### src/pkg/qli_defs.svh
// Notes on behaviour
// - Offset zero reads a fixed 8-bit identity and revision value; writes do nothing.
// - Analog loopback bits enable loopback per channel when set; reset clears them.
// - Remote loopback bits switch each channel into remote loopback; reset clears them.
// - Digital loopback bits place each channel in digital loopback; reset clears them.
// - All-ones bits make each channel send continuous ones; reset clears them.
// - Signal-loss status shows each channel's current loss condition in bits three to zero.
// - Driver fault status shows each channel's current driver fault in bits three to zero.
// - Signal-loss mask bit one allows that channel's interrupt; reset blocks all.
// - Driver fault mask bit one allows that channel's interrupt; reset blocks all.
// - Loss flag sets on any loss status change while masked in; loss read clears it.
// - Fault flag sets on any fault status change while masked in; fault read clears it.
// - A write to reset register while no reset runs starts a one microsecond reset of all registers.
// - Monitor code picks receiver or transmitter one to three; 0000 and 1000 monitor nothing.
// - In E1 each criterion bit picks G.775 at zero or ETSI 300 233 at one.
// - In T1 loss and alarm detection follows T1.231 whatever the criterion bits say.
`ifndef QLI_DEFS_SVH
`define QLI_DEFS_SVH

// ---------------------------------------------------------------------------
// Register offsets
// ---------------------------------------------------------------------------
`define QLI_OFS_ID       5'h00
`define QLI_OFS_ALOOP    5'h01
`define QLI_OFS_RLOOP    5'h02
`define QLI_OFS_ONES     5'h03
`define QLI_OFS_LOS_ST   5'h04
`define QLI_OFS_FLT_ST   5'h05
`define QLI_OFS_LOS_MSK  5'h06
`define QLI_OFS_FLT_MSK  5'h07
`define QLI_OFS_LOS_FLG  5'h08
`define QLI_OFS_FLT_FLG  5'h09
`define QLI_OFS_SWRST    5'h0a
`define QLI_OFS_MON      5'h0b
`define QLI_OFS_DLOOP    5'h0c
`define QLI_OFS_CRIT     5'h0d

// ---------------------------------------------------------------------------
// Reset values and read-back constants
// ---------------------------------------------------------------------------
`define QLI_CHAN_RST     4'h0
`define QLI_SWRST_READ   8'hff
`define QLI_UNMAPPED     8'h00
// The identity value is arbitrary; a real part fixes its own code at manufacture.
`define QLI_ID_DEFAULT   8'h5a

// ---------------------------------------------------------------------------
// Timing
// ---------------------------------------------------------------------------
`define QLI_CLK_PERIOD_NS 50
`define QLI_SWRST_TIME_NS 1000
`define QLI_SWRST_CYCLES  ((`QLI_SWRST_TIME_NS + `QLI_CLK_PERIOD_NS - 1) / `QLI_CLK_PERIOD_NS)

`endif

### src/pkg/qli_pkg.sv
package qli_pkg;

  `include "qli_defs.svh"

  typedef logic [3:0] qli_chan_t;
  typedef logic [4:0] qli_addr_t;
  typedef logic [4:0] qli_cnt_t;

  typedef enum logic [3:0] {
    QLI_MON_OFF  = 4'h0,
    QLI_MON_RX1  = 4'h1,
    QLI_MON_RX2  = 4'h2,
    QLI_MON_RX3  = 4'h3,
    QLI_MON_OFF2 = 4'h8,
    QLI_MON_TX1  = 4'h9,
    QLI_MON_TX2  = 4'ha,
    QLI_MON_TX3  = 4'hb
  } qli_mon_code_t;

  typedef enum logic [0:0] {
    QLI_RST_IDLE = 1'b0,
    QLI_RST_BUSY = 1'b1
  } qli_rst_state_t;

  // True only for codes that actually route a monitor point.
  function automatic logic qli_mon_valid(input logic [3:0] code);
    return (code == QLI_MON_RX1) || (code == QLI_MON_RX2) || (code == QLI_MON_RX3) ||
           (code == QLI_MON_TX1) || (code == QLI_MON_TX2) || (code == QLI_MON_TX3);
  endfunction : qli_mon_valid

  // Per-channel registers keep four bits; the upper nibble reads as zero.
  function automatic logic [7:0] qli_nib(input logic [3:0] v);
    return {4'h0, v};
  endfunction : qli_nib

endpackage : qli_pkg

### src/core/qli_sync.sv
`timescale 1ns/1ps
module qli_sync #(
  parameter int W = 1
) (
  // Clock and reset
  input  wire logic         ref_clk,
  input  wire logic         nrst,
  // Asynchronous input and its synchronised copy
  input  wire logic [W-1:0] d,
  output logic      [W-1:0] q
);
  import qli_pkg::*;

  logic [W-1:0] s1_q;

  always_ff @(posedge ref_clk or negedge nrst) begin
    if (!nrst) begin
      s1_q <= '0;
      q    <= '0;
    end else begin
      s1_q <= d;
      q    <= s1_q;
    end
  end

endmodule : qli_sync

### src/core/qli_chg_flags.sv
`timescale 1ns/1ps
`include "qli_defs.svh"
module qli_chg_flags (
  // Clock and reset
  input  wire logic              ref_clk,
  input  wire logic              nrst,
  input  wire logic              srst,
  // Status, mask and clear
  input  wire qli_pkg::qli_chan_t status,
  input  wire qli_pkg::qli_chan_t mask,
  input  wire logic              clr,
  // Latched change flags
  output qli_pkg::qli_chan_t     flags
);
  import qli_pkg::*;

  qli_chan_t prev_q;
  qli_chan_t flags_q;
  qli_chan_t flags_d;
  qli_chan_t set_w;

  // A change caught in the clearing cycle still sets, so no event is lost.
  assign set_w   = (status ^ prev_q) & mask;
  assign flags_d = srst ? `QLI_CHAN_RST : ((flags_q & ~{4{clr}}) | set_w);
  assign flags   = flags_q;

  always_ff @(posedge ref_clk or negedge nrst) begin
    if (!nrst) begin
      prev_q  <= `QLI_CHAN_RST;
      flags_q <= `QLI_CHAN_RST;
    end else begin
      prev_q  <= status;
      flags_q <= flags_d;
    end
  end

  flag_sets_a : assert property (@(posedge ref_clk) disable iff (!nrst)
    (!srst && ((status ^ prev_q) & mask) != 4'h0) |=> ((flags_q & $past(set_w)) == $past(set_w)))
    else $error("masked status change did not set its flag");

  flag_clears_a : assert property (@(posedge ref_clk) disable iff (!nrst)
    (clr && set_w == 4'h0) |=> flags_q == 4'h0)
    else $error("flag survived a status read without a new change");

endmodule : qli_chg_flags

### src/core/qli_regs.sv
`timescale 1ns/1ps
`include "qli_defs.svh"
module qli_regs #(
  parameter logic [7:0] ID_VALUE = `QLI_ID_DEFAULT
) (
  // Clock and reset
  input  wire logic              ref_clk,
  input  wire logic              nrst,
  // Parallel host port
  input  wire logic              host_cs_n,
  input  wire logic              host_wr_n,
  input  wire logic              host_rd_n,
  input  wire qli_pkg::qli_addr_t host_addr,
  input  wire logic [7:0]        host_data_in,
  output logic [7:0]             host_data_out,
  output logic                   host_data_oe,
  // Line status from the channel logic
  input  wire qli_pkg::qli_chan_t los_in,
  input  wire qli_pkg::qli_chan_t drv_fault_in,
  input  wire logic              t1_mode,
  // Channel controls
  output qli_pkg::qli_chan_t     analog_loopback_en,
  output qli_pkg::qli_chan_t     remote_loopback_en,
  output qli_pkg::qli_chan_t     digital_loopback_en,
  output qli_pkg::qli_chan_t     all_ones_tx_en,
  output qli_pkg::qli_chan_t     los_criterion_etsi,
  output logic                   los_criterion_t1,
  // Monitor routing
  output logic                   monitor_enable,
  output logic                   monitor_transmit,
  output logic [1:0]             monitor_channel,
  // Soft reset in progress
  output logic                   sw_reset_busy
);
  import qli_pkg::*;

  // ---------------------------------------------------------------------------
  // Pin synchronisation
  // ---------------------------------------------------------------------------
  // The host holds address and data steady around its strobes, so passing them
  // through the same two stages keeps them aligned with the strobe edges.
  logic [2:0]  strb_s;
  logic [12:0] bus_s;
  qli_chan_t   los_s;
  qli_chan_t   flt_s;
  logic        t1_s;

  qli_sync #(.W(3)) u_sync_strb (
    .ref_clk (ref_clk),
    .nrst    (nrst),
    .d       ({~host_cs_n, ~host_wr_n, ~host_rd_n}),
    .q       (strb_s)
  );

  qli_sync #(.W(13)) u_sync_bus (
    .ref_clk (ref_clk),
    .nrst    (nrst),
    .d       ({host_addr, host_data_in}),
    .q       (bus_s)
  );

  qli_sync #(.W(9)) u_sync_line (
    .ref_clk (ref_clk),
    .nrst    (nrst),
    .d       ({t1_mode, drv_fault_in, los_in}),
    .q       ({t1_s, flt_s, los_s})
  );

  // ---------------------------------------------------------------------------
  // Host strobe decode
  // ---------------------------------------------------------------------------
  qli_addr_t addr_s;
  logic [7:0] wdata_s;
  logic       wr_act;
  logic       rd_act;
  logic       wr_act_q;
  logic       rd_act_q;
  logic       wr_start;
  logic       rd_start;

  assign addr_s   = bus_s[12:8];
  assign wdata_s  = bus_s[7:0];
  assign wr_act   = strb_s[2] & strb_s[1];
  assign rd_act   = strb_s[2] & strb_s[0];
  assign wr_start = wr_act & ~wr_act_q;
  assign rd_start = rd_act & ~rd_act_q;

  always_ff @(posedge ref_clk or negedge nrst) begin
    if (!nrst) begin
      wr_act_q <= 1'b0;
      rd_act_q <= 1'b0;
    end else begin
      wr_act_q <= wr_act;
      rd_act_q <= rd_act;
    end
  end

  // ---------------------------------------------------------------------------
  // Software reset sequencer
  // ---------------------------------------------------------------------------
  // Writes arriving while the reset runs are dropped; the host has to wait for
  // the reset to end before reprogramming anything.
  qli_rst_state_t rst_state_q;
  qli_rst_state_t rst_state_d;
  qli_cnt_t       rst_cnt_q;
  qli_cnt_t       rst_cnt_d;
  logic           srst;
  logic           wr_ok;
  logic           swrst_hit;

  assign srst      = (rst_state_q == QLI_RST_BUSY);
  assign wr_ok     = wr_start & ~srst;
  assign swrst_hit = wr_ok & (addr_s == `QLI_OFS_SWRST);

  always_comb begin
    rst_state_d = rst_state_q;
    rst_cnt_d   = rst_cnt_q;
    unique case (rst_state_q)
      QLI_RST_IDLE: begin
        if (swrst_hit) begin
          rst_state_d = QLI_RST_BUSY;
          rst_cnt_d   = 5'(`QLI_SWRST_CYCLES - 1);
        end
      end
      QLI_RST_BUSY: begin
        if (rst_cnt_q == 5'h00) begin
          rst_state_d = QLI_RST_IDLE;
        end else begin
          rst_cnt_d = rst_cnt_q - 5'h01;
        end
      end
    endcase
  end

  always_ff @(posedge ref_clk or negedge nrst) begin
    if (!nrst) begin
      rst_state_q <= QLI_RST_IDLE;
      rst_cnt_q   <= 5'h00;
    end else begin
      rst_state_q <= rst_state_d;
      rst_cnt_q   <= rst_cnt_d;
    end
  end

  assign sw_reset_busy = srst;

  // ---------------------------------------------------------------------------
  // Control registers
  // ---------------------------------------------------------------------------
  // Only the low nibble is stored; the upper bits are expected to be written as
  // zero and are simply not kept.
  qli_chan_t aloop_q, aloop_d;
  qli_chan_t rloop_q, rloop_d;
  qli_chan_t ones_q, ones_d;
  qli_chan_t lmask_q, lmask_d;
  qli_chan_t fmask_q, fmask_d;
  qli_chan_t mon_q, mon_d;
  qli_chan_t dloop_q, dloop_d;
  qli_chan_t csel_q, csel_d;
  qli_chan_t wnib;

  assign wnib    = wdata_s[3:0];
  assign aloop_d = srst ? `QLI_CHAN_RST : (wr_ok && addr_s == `QLI_OFS_ALOOP)   ? wnib : aloop_q;
  assign rloop_d = srst ? `QLI_CHAN_RST : (wr_ok && addr_s == `QLI_OFS_RLOOP)   ? wnib : rloop_q;
  assign ones_d  = srst ? `QLI_CHAN_RST : (wr_ok && addr_s == `QLI_OFS_ONES)    ? wnib : ones_q;
  assign lmask_d = srst ? `QLI_CHAN_RST : (wr_ok && addr_s == `QLI_OFS_LOS_MSK) ? wnib : lmask_q;
  assign fmask_d = srst ? `QLI_CHAN_RST : (wr_ok && addr_s == `QLI_OFS_FLT_MSK) ? wnib : fmask_q;
  assign mon_d   = srst ? `QLI_CHAN_RST : (wr_ok && addr_s == `QLI_OFS_MON)     ? wnib : mon_q;
  assign dloop_d = srst ? `QLI_CHAN_RST : (wr_ok && addr_s == `QLI_OFS_DLOOP)   ? wnib : dloop_q;
  assign csel_d  = srst ? `QLI_CHAN_RST : (wr_ok && addr_s == `QLI_OFS_CRIT)    ? wnib : csel_q;

  always_ff @(posedge ref_clk or negedge nrst) begin
    if (!nrst) begin
      aloop_q <= `QLI_CHAN_RST;
      rloop_q <= `QLI_CHAN_RST;
      ones_q  <= `QLI_CHAN_RST;
      lmask_q <= `QLI_CHAN_RST;
      fmask_q <= `QLI_CHAN_RST;
      mon_q   <= `QLI_CHAN_RST;
      dloop_q <= `QLI_CHAN_RST;
      csel_q  <= `QLI_CHAN_RST;
    end else begin
      aloop_q <= aloop_d;
      rloop_q <= rloop_d;
      ones_q  <= ones_d;
      lmask_q <= lmask_d;
      fmask_q <= fmask_d;
      mon_q   <= mon_d;
      dloop_q <= dloop_d;
      csel_q  <= csel_d;
    end
  end

  assign analog_loopback_en  = aloop_q;
  assign remote_loopback_en  = rloop_q;
  assign digital_loopback_en = dloop_q;
  assign all_ones_tx_en      = ones_q;

  // ---------------------------------------------------------------------------
  // Monitor routing and detection criterion
  // ---------------------------------------------------------------------------
  // Reserved monitor codes are treated as no monitoring, the safe fallback.
  logic       mon_en_d;
  logic       mon_en_q;
  logic       mon_tx_q;
  logic [1:0] mon_ch_q;
  qli_chan_t  crit_d;
  qli_chan_t  crit_q;
  logic       crit_t1_q;

  assign mon_en_d = qli_mon_valid(mon_d);
  assign crit_d   = t1_s ? `QLI_CHAN_RST : csel_d;

  always_ff @(posedge ref_clk or negedge nrst) begin
    if (!nrst) begin
      mon_en_q  <= 1'b0;
      mon_tx_q  <= 1'b0;
      mon_ch_q  <= 2'h0;
      crit_q    <= `QLI_CHAN_RST;
      crit_t1_q <= 1'b0;
    end else begin
      mon_en_q  <= mon_en_d;
      mon_tx_q  <= mon_en_d & mon_d[3];
      mon_ch_q  <= mon_en_d ? mon_d[1:0] : 2'h0;
      crit_q    <= crit_d;
      crit_t1_q <= t1_s;
    end
  end

  assign monitor_enable     = mon_en_q;
  assign monitor_transmit   = mon_tx_q;
  assign monitor_channel    = mon_ch_q;
  assign los_criterion_etsi = crit_q;
  assign los_criterion_t1   = crit_t1_q;

  // ---------------------------------------------------------------------------
  // Status change flags
  // ---------------------------------------------------------------------------
  // Flags clear at the start of a status read, the cycle in which the status
  // value is captured, so a change during the read strobe is still flagged.
  qli_chan_t los_flg;
  qli_chan_t flt_flg;
  logic      los_clr;
  logic      flt_clr;

  assign los_clr = rd_start & (addr_s == `QLI_OFS_LOS_ST);
  assign flt_clr = rd_start & (addr_s == `QLI_OFS_FLT_ST);

  qli_chg_flags u_los_flags (
    .ref_clk (ref_clk),
    .nrst    (nrst),
    .srst    (srst),
    .status  (los_s),
    .mask    (lmask_q),
    .clr     (los_clr),
    .flags   (los_flg)
  );

  qli_chg_flags u_flt_flags (
    .ref_clk (ref_clk),
    .nrst    (nrst),
    .srst    (srst),
    .status  (flt_s),
    .mask    (fmask_q),
    .clr     (flt_clr),
    .flags   (flt_flg)
  );

  // ---------------------------------------------------------------------------
  // Read path
  // ---------------------------------------------------------------------------
  logic [7:0] rd_mux;
  logic [7:0] rdata_q;

  assign rd_mux =
    (addr_s == `QLI_OFS_ID)      ? ID_VALUE         :
    (addr_s == `QLI_OFS_ALOOP)   ? qli_nib(aloop_q) :
    (addr_s == `QLI_OFS_RLOOP)   ? qli_nib(rloop_q) :
    (addr_s == `QLI_OFS_ONES)    ? qli_nib(ones_q)  :
    (addr_s == `QLI_OFS_LOS_ST)  ? qli_nib(los_s)   :
    (addr_s == `QLI_OFS_FLT_ST)  ? qli_nib(flt_s)   :
    (addr_s == `QLI_OFS_LOS_MSK) ? qli_nib(lmask_q) :
    (addr_s == `QLI_OFS_FLT_MSK) ? qli_nib(fmask_q) :
    (addr_s == `QLI_OFS_LOS_FLG) ? qli_nib(los_flg) :
    (addr_s == `QLI_OFS_FLT_FLG) ? qli_nib(flt_flg) :
    (addr_s == `QLI_OFS_SWRST)   ? `QLI_SWRST_READ  :
    (addr_s == `QLI_OFS_MON)     ? qli_nib(mon_q)   :
    (addr_s == `QLI_OFS_DLOOP)   ? qli_nib(dloop_q) :
    (addr_s == `QLI_OFS_CRIT)    ? qli_nib(csel_q)  :
                                   `QLI_UNMAPPED;

  always_ff @(posedge ref_clk or negedge nrst) begin
    if (!nrst) begin
      rdata_q <= 8'h00;
    end else if (rd_start) begin
      rdata_q <= rd_mux;
    end
  end

  assign host_data_out = rdata_q;
  assign host_data_oe  = rd_act_q;

  // ---------------------------------------------------------------------------
  // Checks
  // ---------------------------------------------------------------------------
  id_readback_a : assert property (@(posedge ref_clk) disable iff (!nrst)
    (rd_start && addr_s == `QLI_OFS_ID) |=> (rdata_q == ID_VALUE))
    else $error("identity read returned a wrong value");

  aloop_write_a : assert property (@(posedge ref_clk) disable iff (!nrst)
    (wr_ok && addr_s == `QLI_OFS_ALOOP) |=> (analog_loopback_en == $past(wdata_s[3:0])))
    else $error("analog loopback write not applied");

  rloop_hold_a : assert property (@(posedge ref_clk) disable iff (!nrst)
    (!srst && !(wr_ok && addr_s == `QLI_OFS_RLOOP)) |=> $stable(remote_loopback_en))
    else $error("remote loopback changed without a write");

  dloop_write_a : assert property (@(posedge ref_clk) disable iff (!nrst)
    (wr_ok && addr_s == `QLI_OFS_DLOOP) |=> (digital_loopback_en == $past(wdata_s[3:0])))
    else $error("digital loopback write not applied");

  ones_write_a : assert property (@(posedge ref_clk) disable iff (!nrst)
    (wr_ok && addr_s == `QLI_OFS_ONES) |=> (all_ones_tx_en == $past(wdata_s[3:0])))
    else $error("all-ones write not applied");

  los_readback_a : assert property (@(posedge ref_clk) disable iff (!nrst)
    (rd_start && addr_s == `QLI_OFS_LOS_ST) |=> (rdata_q == {4'h0, $past(los_s)}))
    else $error("loss status read wrong");

  flt_readback_a : assert property (@(posedge ref_clk) disable iff (!nrst)
    (rd_start && addr_s == `QLI_OFS_FLT_ST) |=> (rdata_q == {4'h0, $past(flt_s)}))
    else $error("driver fault status read wrong");

  los_masked_a : assert property (@(posedge ref_clk) disable iff (!nrst)
    (lmask_q == 4'h0 && los_flg == 4'h0) |=> (los_flg == 4'h0))
    else $error("loss flag set while fully masked");

  flt_masked_a : assert property (@(posedge ref_clk) disable iff (!nrst)
    (fmask_q == 4'h0 && flt_flg == 4'h0) |=> (flt_flg == 4'h0))
    else $error("fault flag set while fully masked");

  swrst_len_a : assert property (@(posedge ref_clk) disable iff (!nrst)
    swrst_hit |-> ##1 srst [*8] ##12 srst ##1 !srst)
    else $error("soft reset length wrong");

  swrst_clear_a : assert property (@(posedge ref_clk) disable iff (!nrst)
    swrst_hit |-> ##2 (aloop_q == 4'h0 && lmask_q == 4'h0 && mon_q == 4'h0 && csel_q == 4'h0))
    else $error("soft reset left a register set");

  mon_route_a : assert property (@(posedge ref_clk) disable iff (!nrst)
    monitor_enable |-> (monitor_channel != 2'h0 && monitor_transmit == mon_q[3] && mon_q[2] == 1'b0))
    else $error("monitor routing inconsistent with code");

  t1_crit_a : assert property (@(posedge ref_clk) disable iff (!nrst)
    $past(t1_s) |-> (los_criterion_etsi == 4'h0 && los_criterion_t1))
    else $error("E1 criterion leaked into T1 mode");

  swrst_read_a : assert property (@(posedge ref_clk) disable iff (!nrst)
    (rd_start && addr_s == `QLI_OFS_SWRST) |=> (rdata_q == 8'hff))
    else $error("reset register read wrong");

endmodule : qli_regs

### config.mk
export PLATFORM = sky130hd
export DESIGN_NAME = qli_regs
export DESIGN_NICKNAME = d
export VERILOG_FILES = /design/src/pkg/qli_pkg.sv /design/src/core/qli_sync.sv /design/src/core/qli_chg_flags.sv /design/src/core/qli_regs.sv
export VERILOG_INCLUDE_DIRS = /design/src /design/src/pkg
export SDC_FILE = /design/constraint.sdc
export NUM_CORES = 1
export LEC_CHECK = 0
export ABC_AREA = 0
export BUFFER_PORTS_ARGS = -buffer_cell sky130_fd_sc_hd__buf_4
export CORE_ASPECT_RATIO = 0.7
export CORE_MARGIN = 5
export CORE_UTILIZATION = 60
export DETAILED_ROUTE_END_ITERATION = 7
export GPL_TIMING_DRIVEN = 0
export HOLD_SLACK_MARGIN = 0.15
export PLACE_DENSITY = 0.82
export SYNTH_ARGS = -nofsm -noshare
export SYNTH_HDL_FRONTEND = slang
export SYNTH_SLANG_ARGS = --single-unit
### constraint.sdc
create_clock -name ref_clk -period 3.31 [get_ports ref_clk]
set_input_delay 0.993 -clock ref_clk [delete_from_list [all_inputs] [get_ports ref_clk]]
set_output_delay 0.993 -clock ref_clk [all_outputs]
set_load 0.05 [all_outputs]
* Word level (Yosys, flattened, before mapping)
Cells that the tools add are included.
** Cells by class
- $add $sub $neg :: 1
- Eq/ne operators :: 21
- Muxes and demuxes :: 40
- Bitwise operators :: 25
- Reductions and logical operators :: 22
** Operators with widths (count)
- 4-bit 2-to-1 mux :: 22
- 8-bit 2-to-1 mux :: 11
- 5-bit by 4-bit equality test with 1-bit output, second input constant :: 6
- 5-bit by 3-bit equality test with 1-bit output, second input constant :: 4
- 4-bit bitwise AND :: 4
- 4-bit equality test, second input constant :: 3
- 2-bit nonzero test :: 6
- 5-bit by 2-bit equality test with 1-bit output, second input constant :: 2
- 5-bit zero test :: 2
- 5-bit 2-to-1 mux :: 2
- 5-bit one-hot mux with 2 select lines :: 1
- 1-bit bitwise AND :: 9
- 4-bit by 2-bit equality test with 1-bit output, second input constant :: 2
- 1-bit logical AND :: 8
- 4-bit NOT :: 2
- 4-bit OR :: 2
- 4-bit bitwise XOR :: 2
- 1-bit NOT :: 6
- 5-bit by 1-bit equality test with 1-bit output, second input constant :: 1
- 1-bit logical OR :: 5
- 5-bit by 1-bit subtractor with 5-bit output, second input constant :: 1
- 4-bit by 1-bit equality test with 1-bit output, second input constant :: 1
- 2-bit != test, second input constant :: 2
- 1-bit 2-to-1 mux :: 2
- other kinds (3) :: 3
** Word-level totals
- Register bits after elaboration :: 123
- Input port bits :: 27
- Output and inout port bits :: 35
- Logic and storage cells :: 137

* Logic depth before layout (Yosys ltp)
Gate-level depths: netlist of the first run.
- Depth in word-level cells :: 15
- Mapped depth :: 8
- Depth with buffers taken out :: 6

* Hierarchy
Synthesis of the first run repeated with hierarchy kept, for this count alone.
** Second synthesis, totals
- Cell total of the unflattened synthesis :: 416
- Area total of the unflattened synthesis :: 4883.4 sq um
** By module, submodules not included
- qli_regs :: times used 1, cells each 324, area each 3029.2 sq um, seq. area each 1376.3 sq um
- qli_sync (u_sync_bus) :: times used 1, cells each 26, area each 650.6 sq um, seq. area each 650.6 sq um
- qli_chg_flags :: times used 2, cells each 21, area each 301.5 sq um, seq. area each 200.2 sq um
- qli_sync (u_sync_line) :: times used 1, cells each 18, area each 450.4 sq um, seq. area each 450.4 sq um
- qli_sync (u_sync_strb) :: times used 1, cells each 6, area each 150.1 sq um, seq. area each 150.1 sq um

* Least setup slack after synthesis of the first run
OpenSTA, ideal clock, no wires.
- Kind :: reg-to-output
- From :: register rdata_q[6] (netlist: host_data_out[6])
- To :: output port host_data_out[6]
- Arrival time :: 0.903 ns
- Required time :: 2.317 ns
- Path slack :: 1.414 ns
- Stages on the path, launching flop included :: 2
- Buffers on the path :: 1
- Cell sequence :: dfrtp_1 buf_4
** RTL lines
- start: declaration :: line qli_regs.sv:273 : logic [7:0] rdata_q;
- start signal: assignment :: line qli_regs.sv:296 : rdata_q <= rd_mux;
- end: declaration :: line qli_regs.sv:15 : output logic [7:0] host_data_out,
No word-level cell between the ends.

* Worst setup path in the final report of the first run
- From :: register u_sync_bus.q[8]
- To :: register rdata_q[2] (netlist: host_data_out[2])
** On the way
- Longest elaborated chain between the ends :: 15
** Ends and longest elaborated chain
- start: declaration :: line qli_sync.sv:10 : output logic [W-1:0] q
- start signal: assignment :: line qli_sync.sv:22 : q <= s1_q;
- 5-bit by 4-bit equality test with 1-bit output (no source line)
- 4-bit 2-to-1 mux (no source line) (3 in a row)
- 8-bit 2-to-1 mux (no source line) (10 in a row)
- 8-bit 2-to-1 mux (no source line) (*)
Every way passes the cells marked *; elsewhere a longest branch is shown, timed or not.
A chain may end at the register's enable or synchronous reset.

==> results of run 1 <==
-- cell families (layout without fill, tap and decap cells) --
kind of cell	after synthesis	in the layout	synth area share, %
flip-flops	113	113	58.9
AO/OA/AOI/OAI	80	80	11.1
XOR/XNOR	11	11	2.01
AND/OR/NAND/NOR	146	146	17.2
adder cells (fa/ha/maj)	2	2	0.521
multiplexers	30	30	6.61
buffers and inverters	38	128	3.75
-- final timing paths --
kind | end | slack (ns) | cells after the start
worst max-delay path | host_data_out[2]$_DFFE_PN0P_ | 1.14 | 7
worst min-delay path | u_sync_bus.q[9]$_DFF_PN0_ | 0.35 | 0
worst max register to register | host_data_out[2]$_DFFE_PN0P_ | 1.14 | 7
worst min register to register | u_sync_bus.q[9]$_DFF_PN0_ | 0.35 | 0
max in group asynchronous | u_sync_line.q[5]$_DFF_PN0_ | 2.25 | 2
min in group asynchronous | u_sync_strb.s1_q[2]$_DFF_PN0_ | 0.37 | 1
-- layer usage --
metal,GRT usage (%),up-vias,share of wire [%]
li1,-,1625,-
met1,40.2,1822,44
met2,38.1,217,44
met3,7.98,27,9.5
met4,9.90,0,1.8
met5,0,-,0
-- through the flow --
stage	utilization [%]	total power (W)	instance area, sq um	setup WS [ns]	hold slack [ns]
after floorplan	-	0.00219	4800	1.41	0.331
after global placement	68.4	0.00243	5360	1.11	0.332
after detailed placement	68.4	0.00246	5360	1.06	0.335
after CTS	76.4	0.00441	5990	1.18	0.347
after global routing	76.8	0.00458	6020	1.01	0.350
final	76.8	0.00440	6020	1.14	0.345
-- layout by cell type (no fill, tap or decap), types with 2 or more instances in the layout --
| cell type | instances |
|---|---|
| a21oi_1 | 18 |
| a221oi_1 | 3 |
| a22oi_1 | 10 |
| a31oi_1 | 6 |
| a32oi_1 | 2 |
| and2_1 | 3 |
| and3b_1 | 5 |
| buf_2 | 6 |
| buf_4 | 62 |
| buf_6 | 2 |
| bufinv_16 | 4 |
| clkbuf_1 | 15 |
| clkbuf_16 | 17 |
| clkinv_4 | 3 |
| dfrtp_1 | 113 |
| ha_1 | 2 |
| inv_1 | 11 |
| inv_6 | 5 |
| mux2_2 | 2 |
| mux2_4 | 3 |
| mux2i_1 | 25 |
| nand2_1 | 31 |
| nand2b_1 | 5 |
| nand3_1 | 4 |
| nand3b_1 | 5 |
| nand4_1 | 2 |
| nor2_1 | 44 |
| nor2_2 | 3 |
| nor2b_1 | 15 |
| nor3_1 | 7 |
| nor3b_1 | 2 |
| o211ai_1 | 2 |
| o21a_1 | 2 |
| o21ai_0 | 16 |
| o22ai_1 | 3 |
| o31ai_1 | 4 |
| or3_1 | 2 |
| xor2_1 | 10 |
-- registers in the layout, summed over array words and instances (netlist names), 3 cells and up --
signal,count
u_sync_strb.q,3
all_ones_tx_en,4
fmask_q,4
analog_loopback_en,4
los_criterion_etsi,4
remote_loopback_en,4
u_sync_bus.q,9
u_los_flags.prev_q,4
u_sync_bus.s1_q,9
u_sync_line.q,9
u_sync_strb.s1_q,3
csel_q,4
u_flt_flags.prev_q,4
rst_cnt_q,5
host_data_out,6
digital_loopback_en,4
lmask_q,4
u_los_flags.flags,4
u_sync_line.s1_q,9
mon_q,4
u_flt_flags.flags,4
-- worst max-delay path, cell delays in order, from the launching register on --
cell and delay (ns):
dfrtp_1 0.45, buf_2 0.26, buf_4 0.26, mux2i_1 0.24, o32ai_1 0.13, a222oi_1 0.43
nor2_1 0.10, o21a_1 0.18
-- power breakdown --
| group | switching [W] | total (W) | internal [W] |
|---|---|---|---|
| sequential | 0.000138 | 0.00171 | 0.00157 |
| combinational | 0.000481 | 0.000750 | 0.000269 |
| clock | 0.000672 | 0.00194 | 0.00127 |
| total | 0.00129 | 0.00440 | 0.00311 |
-- cells in the mapped netlist (4+ instances only) --
cell type | number | area (sq um)
o31ai_1 | 4 | 30.0
and3b_1 | 5 | 43.8
nand2_1 | 31 | 116
xor2_1 | 10 | 87.6
a31oi_1 | 6 | 37.5
nor3_1 | 7 | 35.0
a22oi_1 | 10 | 75.1
mux2i_1 | 25 | 250
nand3_1 | 4 | 20.0
nand2b_1 | 5 | 31.3
a21oi_1 | 18 | 90.1
nor2_1 | 44 | 165
buf_2 | 6 | 30.0
nand3b_1 | 5 | 37.5
dfrtp_1 | 113 | 2830
nor2b_1 | 15 | 93.8
buf_4 | 6 | 45.0
o21ai_0 | 16 | 80.1
inv_1 | 11 | 41.3
clkbuf_1 | 14 | 52.6
-- area by class of cell --
cell class	count	area, sq um
fill	502	1820
clock inverter	14	203
timing repair buffer	58	459
sequential	113	2830
inverter	11	41.3
tap	101	126
clock buffer	18	429
buffer	27	139
multi-input combinational	269	1800
==> reports/metrics.yaml, run 1 <==
pin_count: 62
cts.sinks: 113
core_area_sq_um: 7840
overflow: 0
post_cts_resized: 0
first_iter_violations: 486
ys_warn_count: 0
syn_area_sq_um: 4800
port_buffers: 57
reg2reg_from: "u_sync_bus.q[8]$_DFF_PN0_"
ys_types: 67
fp.dieH_microns: 84.9
grt_usage_pct: 27.1
yosysSeqAreaShare_pct: 58.9
worst-setup-path-type: "flip-flop to flip-flop"
drt_first_pass_iters: 5
wl_microns: 12600
leakagePower_nw: 2.78
num_vias: 3691
syn_nets: 449
via_per_inst: 6.04
synth_ff_type: "dfrtp_1"
period_needed_ns: 2.17
hpwl_microns: 8370
cts_max_level: 4
ant_nets: 0
power_density_nw_per_um2: 731
postCtsSetupBuffers: 0
clk_latency_ns: 0.41
async_flop_share_pct: 100
required_ns: 3.60
wl_per_cell_microns: 20.5
cts_buffers: 17
slew_violations: 0
cts_tree: "done"
critPathLaunchType: "flip-flop"
die_x_microns: 117
antenna_found_initial: 0
nets: 526
drive_gt1_share_pct: 24.1
grt_pass1_vias: 3610
vdd_ir_drop_max_mv: 0.698
startpoint: "u_sync_bus.q[8]$_DFF_PN0_"
setup_tns_ns: 0
grt_max_degree: 114
grt_pass1_wl_microns: 20000
stdcell_count: 611
slew_headroom_pct: 53.2
fmax_ghz: 0.461
syn_avg_cell_area_sq_um: 11.4
cts.path.max_buffers: 2
worstPathArrival_ns: 2.46
hold_viol: 0
ys_ff_latch: 113
syn_inst: 420
hold_class: "flip-flop to flip-flop"
rsz0062_at_grt: "no"
hold_path.startpoint: "u_sync_bus.s1_q[9]$_DFF_PN0_"
setup_viol: 0
cap_viol_max_count: 0
rows: 27
cp_max_fo: 10
fp.dieArea_sq_um: 9930
end_kind: "flip-flop"
area_delta_synth_final_pct: 25.3
place_congestion: 0.928
drc_errors: 0
dp_cells: 578
antenna_cells: 0
start_util_pct: 61.3
clk_pin_slew_ns: 0.05
skew_ns: 0.00620
worstMarginPinSlew_ns: 0.702
post-route-period-util_pct: 65.5
cts-root-buf: "clkbuf_16"
status: "finished clean"
postCtsHoldBufs: 0
synth-edff-count: 0
Note: power is estimated with default switching activity, not from simulation.
==> run 2: changes to the inputs <==
CORE_UTILIZATION = 52   (was 60)
PLACE_DENSITY = 0.76   (was 0.82)
clock period = 1.9 ns   (was 3.31 ns; I/O delays follow)
==> run 2 against run 1 <==
Against the previous run:
- the run now ends with setup timing left
- final cell count rose by 5.6%
- sequential share of layout area decreased by 1.8 points
- die area grew 14%
- maximum frequency is 12% higher
- combinational power up 80%
- total power up 65%
- sequential power increased by 74%
- clock-buffer cell count stayed put
==> reports/metrics.yaml, run 2 (synthesis gave the netlist of run 1 again) <==
status: "finished, violations left"
violations: "setup timing"
fp.dieH_microns: 90.4  # +6.5%
clk_pin_slew_ns: 0.05  # about the same
setup_tns_ns: -0.0508  # -0.0508 ns
overflow: 0  # unchanged
cts.path.max_buffers: 2  # unchanged
slew_violations: 0  # unchanged
first_iter_violations: 347  # -29%
ant_nets: 0  # unchanged
cp_max_fo: 7  # -3
crit_chain: "buf_4 > nor3b_4 > buf_12 > a31oi_1 > a222oi_1 > nor2_1 > o21a_1"
drc_errors: 0  # unchanged
port_buffers: 57  # unchanged
wl_microns: 12000  # -4.4%
die_x_microns: 125  # +6.8%
stdcell_area_sq_um: 6270  # +4.1%
required_ns: 2.20  # -1.40 ns
post-route-period-util_pct: 102  # +36 points
final_util_pct: 69.4  # -7.5 points
place_worst_setup_slack_ns: -0.190  # -1.25 ns
wl_per_cell_microns: 18.6  # -9.4%
slowest_stage: "dfrtp_2"
end_kind: "flip-flop"
area_delta_synth_final_pct: 30.4
leakagePower_nw: 2.87  # +3.2%
skew_ns: 0.00595  # -0.000246 ns
cap_viol_max_count: 0  # unchanged
nFillCells: 665  # +32%
hold_class: "input pin to flip-flop"
grt_pass1_vias: 3634  # +0.66%
vdd_ir_drop_max_mv: 0.780  # +12%
clk_latency_ns: 0.41  # about the same
critPathMaxStageDelay_ns: 0.46  # about the same
setup_viol: 2  # +2
fmax_ghz: 0.518  # +12%
hold_viol: 0  # unchanged
pin_count: 62  # unchanged
power_density_nw_per_um2: 1160  # +59%
start_util_pct: 53.2  # -8.1 points
via_per_inst: 5.63  # -6.8%
rsz0062_at_grt: "yes"
cts_tree: "done"
rows: 29  # +7.4%
nets: 540  # +2.7%
cts.sinks: 113  # unchanged
most-common-layout-cells: "dfrtp_1 (110), buf_4 (72), nor2_1 (40)"
drive_gt1_share_pct: 31.1  # +7.0 points
critPathLaunchType: "flip-flop"
grt_usage_pct: 21.6  # -5.5 points
slew_headroom_pct: 61.8  # +8.6 points
dp_cells: 601  # +4.0%
place_congestion: 0.945  # +1.8%
worst_slack_ns: -0.0294  # -1.17 ns
cts_max_level: 4  # unchanged
core_area_sq_um: 9030  # +15%
cts-root-buf: "clkbuf_16"
fp.dieArea_sq_um: 11300  # +14%
final_common_cell: "dfrtp_1"
worstMarginPinSlew_ns: 0.573  # -0.129 ns
antenna_cells: 0  # unchanged
worstPathArrival_ns: 2.23  # -0.23 ns
antenna_found_initial: 0  # unchanged
drt_first_pass_iters: 5  # unchanged
cts_buffers: 17  # unchanged
grt_pass1_wl_microns: 19100  # -4.6%
placed_area_sq_um: 5390  # +0.54%
hpwl_microns: 7910  # -5.4%
period_needed_ns: 1.93  # -0.239 ns
grt_max_degree: 114  # unchanged
worst-setup-path-type: "flip-flop to flip-flop"
stdcell_count: 645  # +5.6%
num_vias: 3631  # -1.6%
## run 2: cell types whose count changed in the layout (fill, tap and decap cells not counted), moves of 4 or more
cell | before | now
nor2_1 | 44 | 40
buf_4 | 62 | 72
clkbuf_1 | 15 | 7
clkbuf_2 | 0 | 6
inv_6 | 5 | 0
## run 2: worst max-delay path, delay by kind of cell (launching register included)
kind / cells / cell delay [ns]
AO/OA/AOI/OAI: 3 / 0.69
buffers and inverters: 2 / 0.31
AND/OR/NAND/NOR: 2 / 0.34
flip-flops: 1 / 0.46
## run 2: path summary, 6_finish.rpt
path	from	end	slack, ns	cells after the start
max in group asynchronous	nrst	u_sync_bus.q[11]$_DFF_PN0_	0.56	3
hold / removal	los_in[1]	u_sync_line.s1_q[1]$_DFF_PN0_	0.26	1
hold reg to reg	u_sync_line.s1_q[0]$_DFF_PN0_	u_sync_line.q[0]$_DFF_PN0_	0.34	0
min in group asynchronous	nrst	u_sync_strb.q[2]$_DFF_PN0_	0.69	2
setup reg to reg	u_sync_bus.q[12]$_DFF_PN0_	host_data_out[2]$_DFFE_PN0P_	-0.03	7
setup / recovery	u_sync_bus.q[12]$_DFF_PN0_	host_data_out[2]$_DFFE_PN0P_	-0.03	7
## run 2: where the power goes
| part | switching [W] | leakage, nW | internal (W) |
|---|---|---|---|
| Clock | 0.00106 | 0.259 | 0.00189 |
| Combinational | 0.000835 | 1.20 | 0.000516 |
| Sequential | 0.000239 | 1.41 | 0.00273 |
| Total | 0.00214 | 2.87 | 0.00514 |
## run 2: per-layer routing
layer	global-route usage [%]	vias up	wire (microns)	share of wire (%)
met4	10.4	0	344	2.9
met2	30.3	174	5170	43
met1	30.7	1769	5410	45
li1	-	1654	-	-
met5	0	-	0	0
met3	6.56	34	1080	9.0
## run 2: stage by stage
stage / power (W) / hold WS, ns
after detailed placement: 0.00426 / 0.335
final: 0.00727 / 0.263
after global placement: 0.00422 / 0.333
after global routing: 0.00759 / 0.246
after CTS: 0.00724 / 0.246
after floorplan: 0.00381 / 0.274
## run 2: area by class of cell
class | instances | area (sq um) | area share, %
tap | 124 | 155 | 2.48
inverter | 11 | 41.3 | 0.659
clock inverter | 11 | 119 | 1.90
clock buffer | 18 | 429 | 6.85
timing repair buffer | 72 | 614 | 9.80
sequential | 113 | 2830 | 45.2
buffer | 27 | 185 | 2.95
multi-input combinational | 269 | 1890 | 30.2
## run 2: what timing repair did
item / 4_1_cts / 5_1_grt
pin swaps: 2 / 5
resized for setup: 16 / 36
hold buffers: 0 / 1
setup buffers: 1 / 10
setup endpoints to repair: 42 / 45
cloned: 0 / 2
hold endpoints to repair: 0 / 4
==> run 3: changes to the inputs <==
SKIP_CTS_REPAIR_TIMING = 1   (was default)
==> run 3 against run 2 <==
Against the previous run:
- clock power about the same
- maximum frequency barely moved
- sequential cell count is the same
- worst setup slack worse by 0.0011 ns
- final cell count fell by 0.47%
- sequential power about the same
- sequential share of layout area up 0.54 points
- combinational power is essentially flat
- critical path type unchanged
- the flow still finishes with violations (setup timing)
==> reports/metrics.yaml, run 3 (synthesis gave the netlist of run 1 again) <==
status: "finished, violations left"
violations: "setup timing"
die_x_microns: 125  # unchanged
hold_class: "input pin to flip-flop"
critPathLaunchType: "flip-flop"
grt_max_degree: 114  # unchanged
drive_gt1_share_pct: 30.3  # -0.79 points
grt_pass1_wl_microns: 18900  # -1.1%
power_density_nw_per_um2: 1170  # +0.78%
cp_top_family: "compound AO/OA/AOI/OAI gates"
hold_viol: 0  # unchanged
via_per_inst: 5.60  # -0.58%
cts-root-buf: "clkbuf_16"
setup_viol: 3  # +1
clk_latency_ns: 0.41  # about the same
wl_per_cell_microns: 18.3  # -1.4%
worstPathArrival_ns: 2.22  # about the same
vdd_ir_drop_max_mv: 0.780  # about the same
most-common-layout-cells: "dfrtp_1 (110), buf_4 (70), nor2_1 (40)"
period_needed_ns: 1.93  # +0.00109 ns
antenna_cells: 0  # unchanged
overflow: 0  # unchanged
place_congestion: 0.945  # unchanged
leakagePower_nw: 2.85  # -0.88%
grt_usage_pct: 21.4  # -0.22 points
cts_buffers: 17  # unchanged
fp.dieH_microns: 90.4  # unchanged
critPathMaxStageDelay_ns: 0.38  # -0.08 ns
core_area_sq_um: 9030  # unchanged
first_iter_violations: 438  # +26%
cts.sinks: 113  # unchanged
fp.dieArea_sq_um: 11300  # unchanged
cts.path.max_buffers: 2  # unchanged
port_buffers: 57  # unchanged
setup_tns_ns: -0.0530  # -0.00217 ns
skew_ns: 0.00598  # +0.0000279 ns
stdcell_count: 642  # -0.47%
dp_cells: 601  # unchanged
cts_tree: "done"
area_delta_synth_final_pct: 28.9
grt_pass1_vias: 3590  # -1.2%
hpwl_microns: 7910  # unchanged
start_util_pct: 53.2  # unchanged
end_kind: "flip-flop"
stdcell_area_sq_um: 6190  # -1.2%
cap_viol_max_count: 0  # unchanged
rows: 29  # unchanged
clk_pin_slew_ns: 0.05  # about the same
slew_violations: 0  # unchanged
nets: 537  # -0.56%
worstMarginPinSlew_ns: 0.565  # -0.00849 ns
antenna_found_initial: 0  # unchanged
hold_slack_ns: 0.262  # -0.000440 ns
drt_first_pass_iters: 5  # unchanged
ant_nets: 0  # unchanged
drc_errors: 0  # unchanged
slew_headroom_pct: 62.4  # +0.57 points
num_vias: 3593  # -1.0%
placed_area_sq_um: 5390  # unchanged
final_util_pct: 68.6  # -0.82 points
reg2reg_slack_ns: -0.03  # about the same
wl_microns: 11800  # -1.8%
rsz0062_at_grt: "yes"
pin_count: 62  # unchanged
slowest_stage: "dfrtp_1"
required_ns: 2.19  # about the same
crit_chain: "buf_4 > nor2_2 > o32ai_2 > a221oi_2 > o21ai_1 > a221o_1"
fmax_ghz: 0.518  # about the same
worst-setup-path-type: "flip-flop to flip-flop"
cp_num_buf_inv: 1  # -1
post-route-period-util_pct: 102  # about the same
nFillCells: 666  # +0.15%
final_common_cell: "dfrtp_1"
cts_max_level: 4  # unchanged
worst_slack_ns: -0.0305  # -0.00109 ns
cp_max_fo: 10  # +3
==> run 3: routing by layer <==
metal	share of wire, %	track usage, %	wire [microns]	vias to the layer above
li1	-	-	-	1643
met2	44	29.9	5130	153
met4	2.5	9.84	298	0
met5	0	0	0	-
met3	7.8	6.38	922	27
met1	46	30.7	5430	1770
==> run 3: worst paths after layout <==
| kind | endpoint | start | cells past startpoint |
|---|---|---|---|
| setup / recovery | host_data_out[1]$_DFFE_PN0P_ | u_sync_bus.q[9]$_DFF_PN0_ | 6 |
| hold / removal | u_sync_line.s1_q[1]$_DFF_PN0_ | los_in[1] | 1 |
| setup reg to reg | host_data_out[1]$_DFFE_PN0P_ | u_sync_bus.q[9]$_DFF_PN0_ | 6 |
| hold reg to reg | u_sync_line.q[0]$_DFF_PN0_ | u_sync_line.s1_q[0]$_DFF_PN0_ | 0 |
| max in group asynchronous | u_sync_bus.q[11]$_DFF_PN0_ | nrst | 3 |
| min in group asynchronous | u_sync_strb.q[2]$_DFF_PN0_ | nrst | 2 |
==> run 3: worst reg2reg max path, stage by stage (launching register included) <==
cell	delay [ns]
dfrtp_1	0.38
buf_4	0.18
nor2_2	0.32
o32ai_2	0.17
a221oi_2	0.31
o21ai_1	0.13
a221o_1	0.33
==> run 3: layout make-up <==
type / count / area (sq um) / share of cell area [%]
sequential: 113 / 2830 / 45.7
multi-input combinational: 269 / 1890 / 30.5
buffer: 27 / 174 / 2.81
timing repair buffer: 69 / 557 / 8.99
clock buffer: 18 / 429 / 6.93
tap: 124 / 155 / 2.51
inverter: 11 / 41.3 / 0.667
clock inverter: 11 / 119 / 1.92
==> run 3: where the power goes <==
group / switching [W] / internal [W]
registers: 0.000237 / 0.00273
clock network: 0.00106 / 0.00189
logic: 0.000828 / 0.000501
==> run 3: through the flow <==
stage	power (W)	setup WS, ns
finish	0.00724	-0.0305
global route	0.00757	-0.120
CTS	0.00723	-0.202
detailed placement	0.00426	-0.190
global placement	0.00422	-0.154
floorplan	0.00381	0.0574
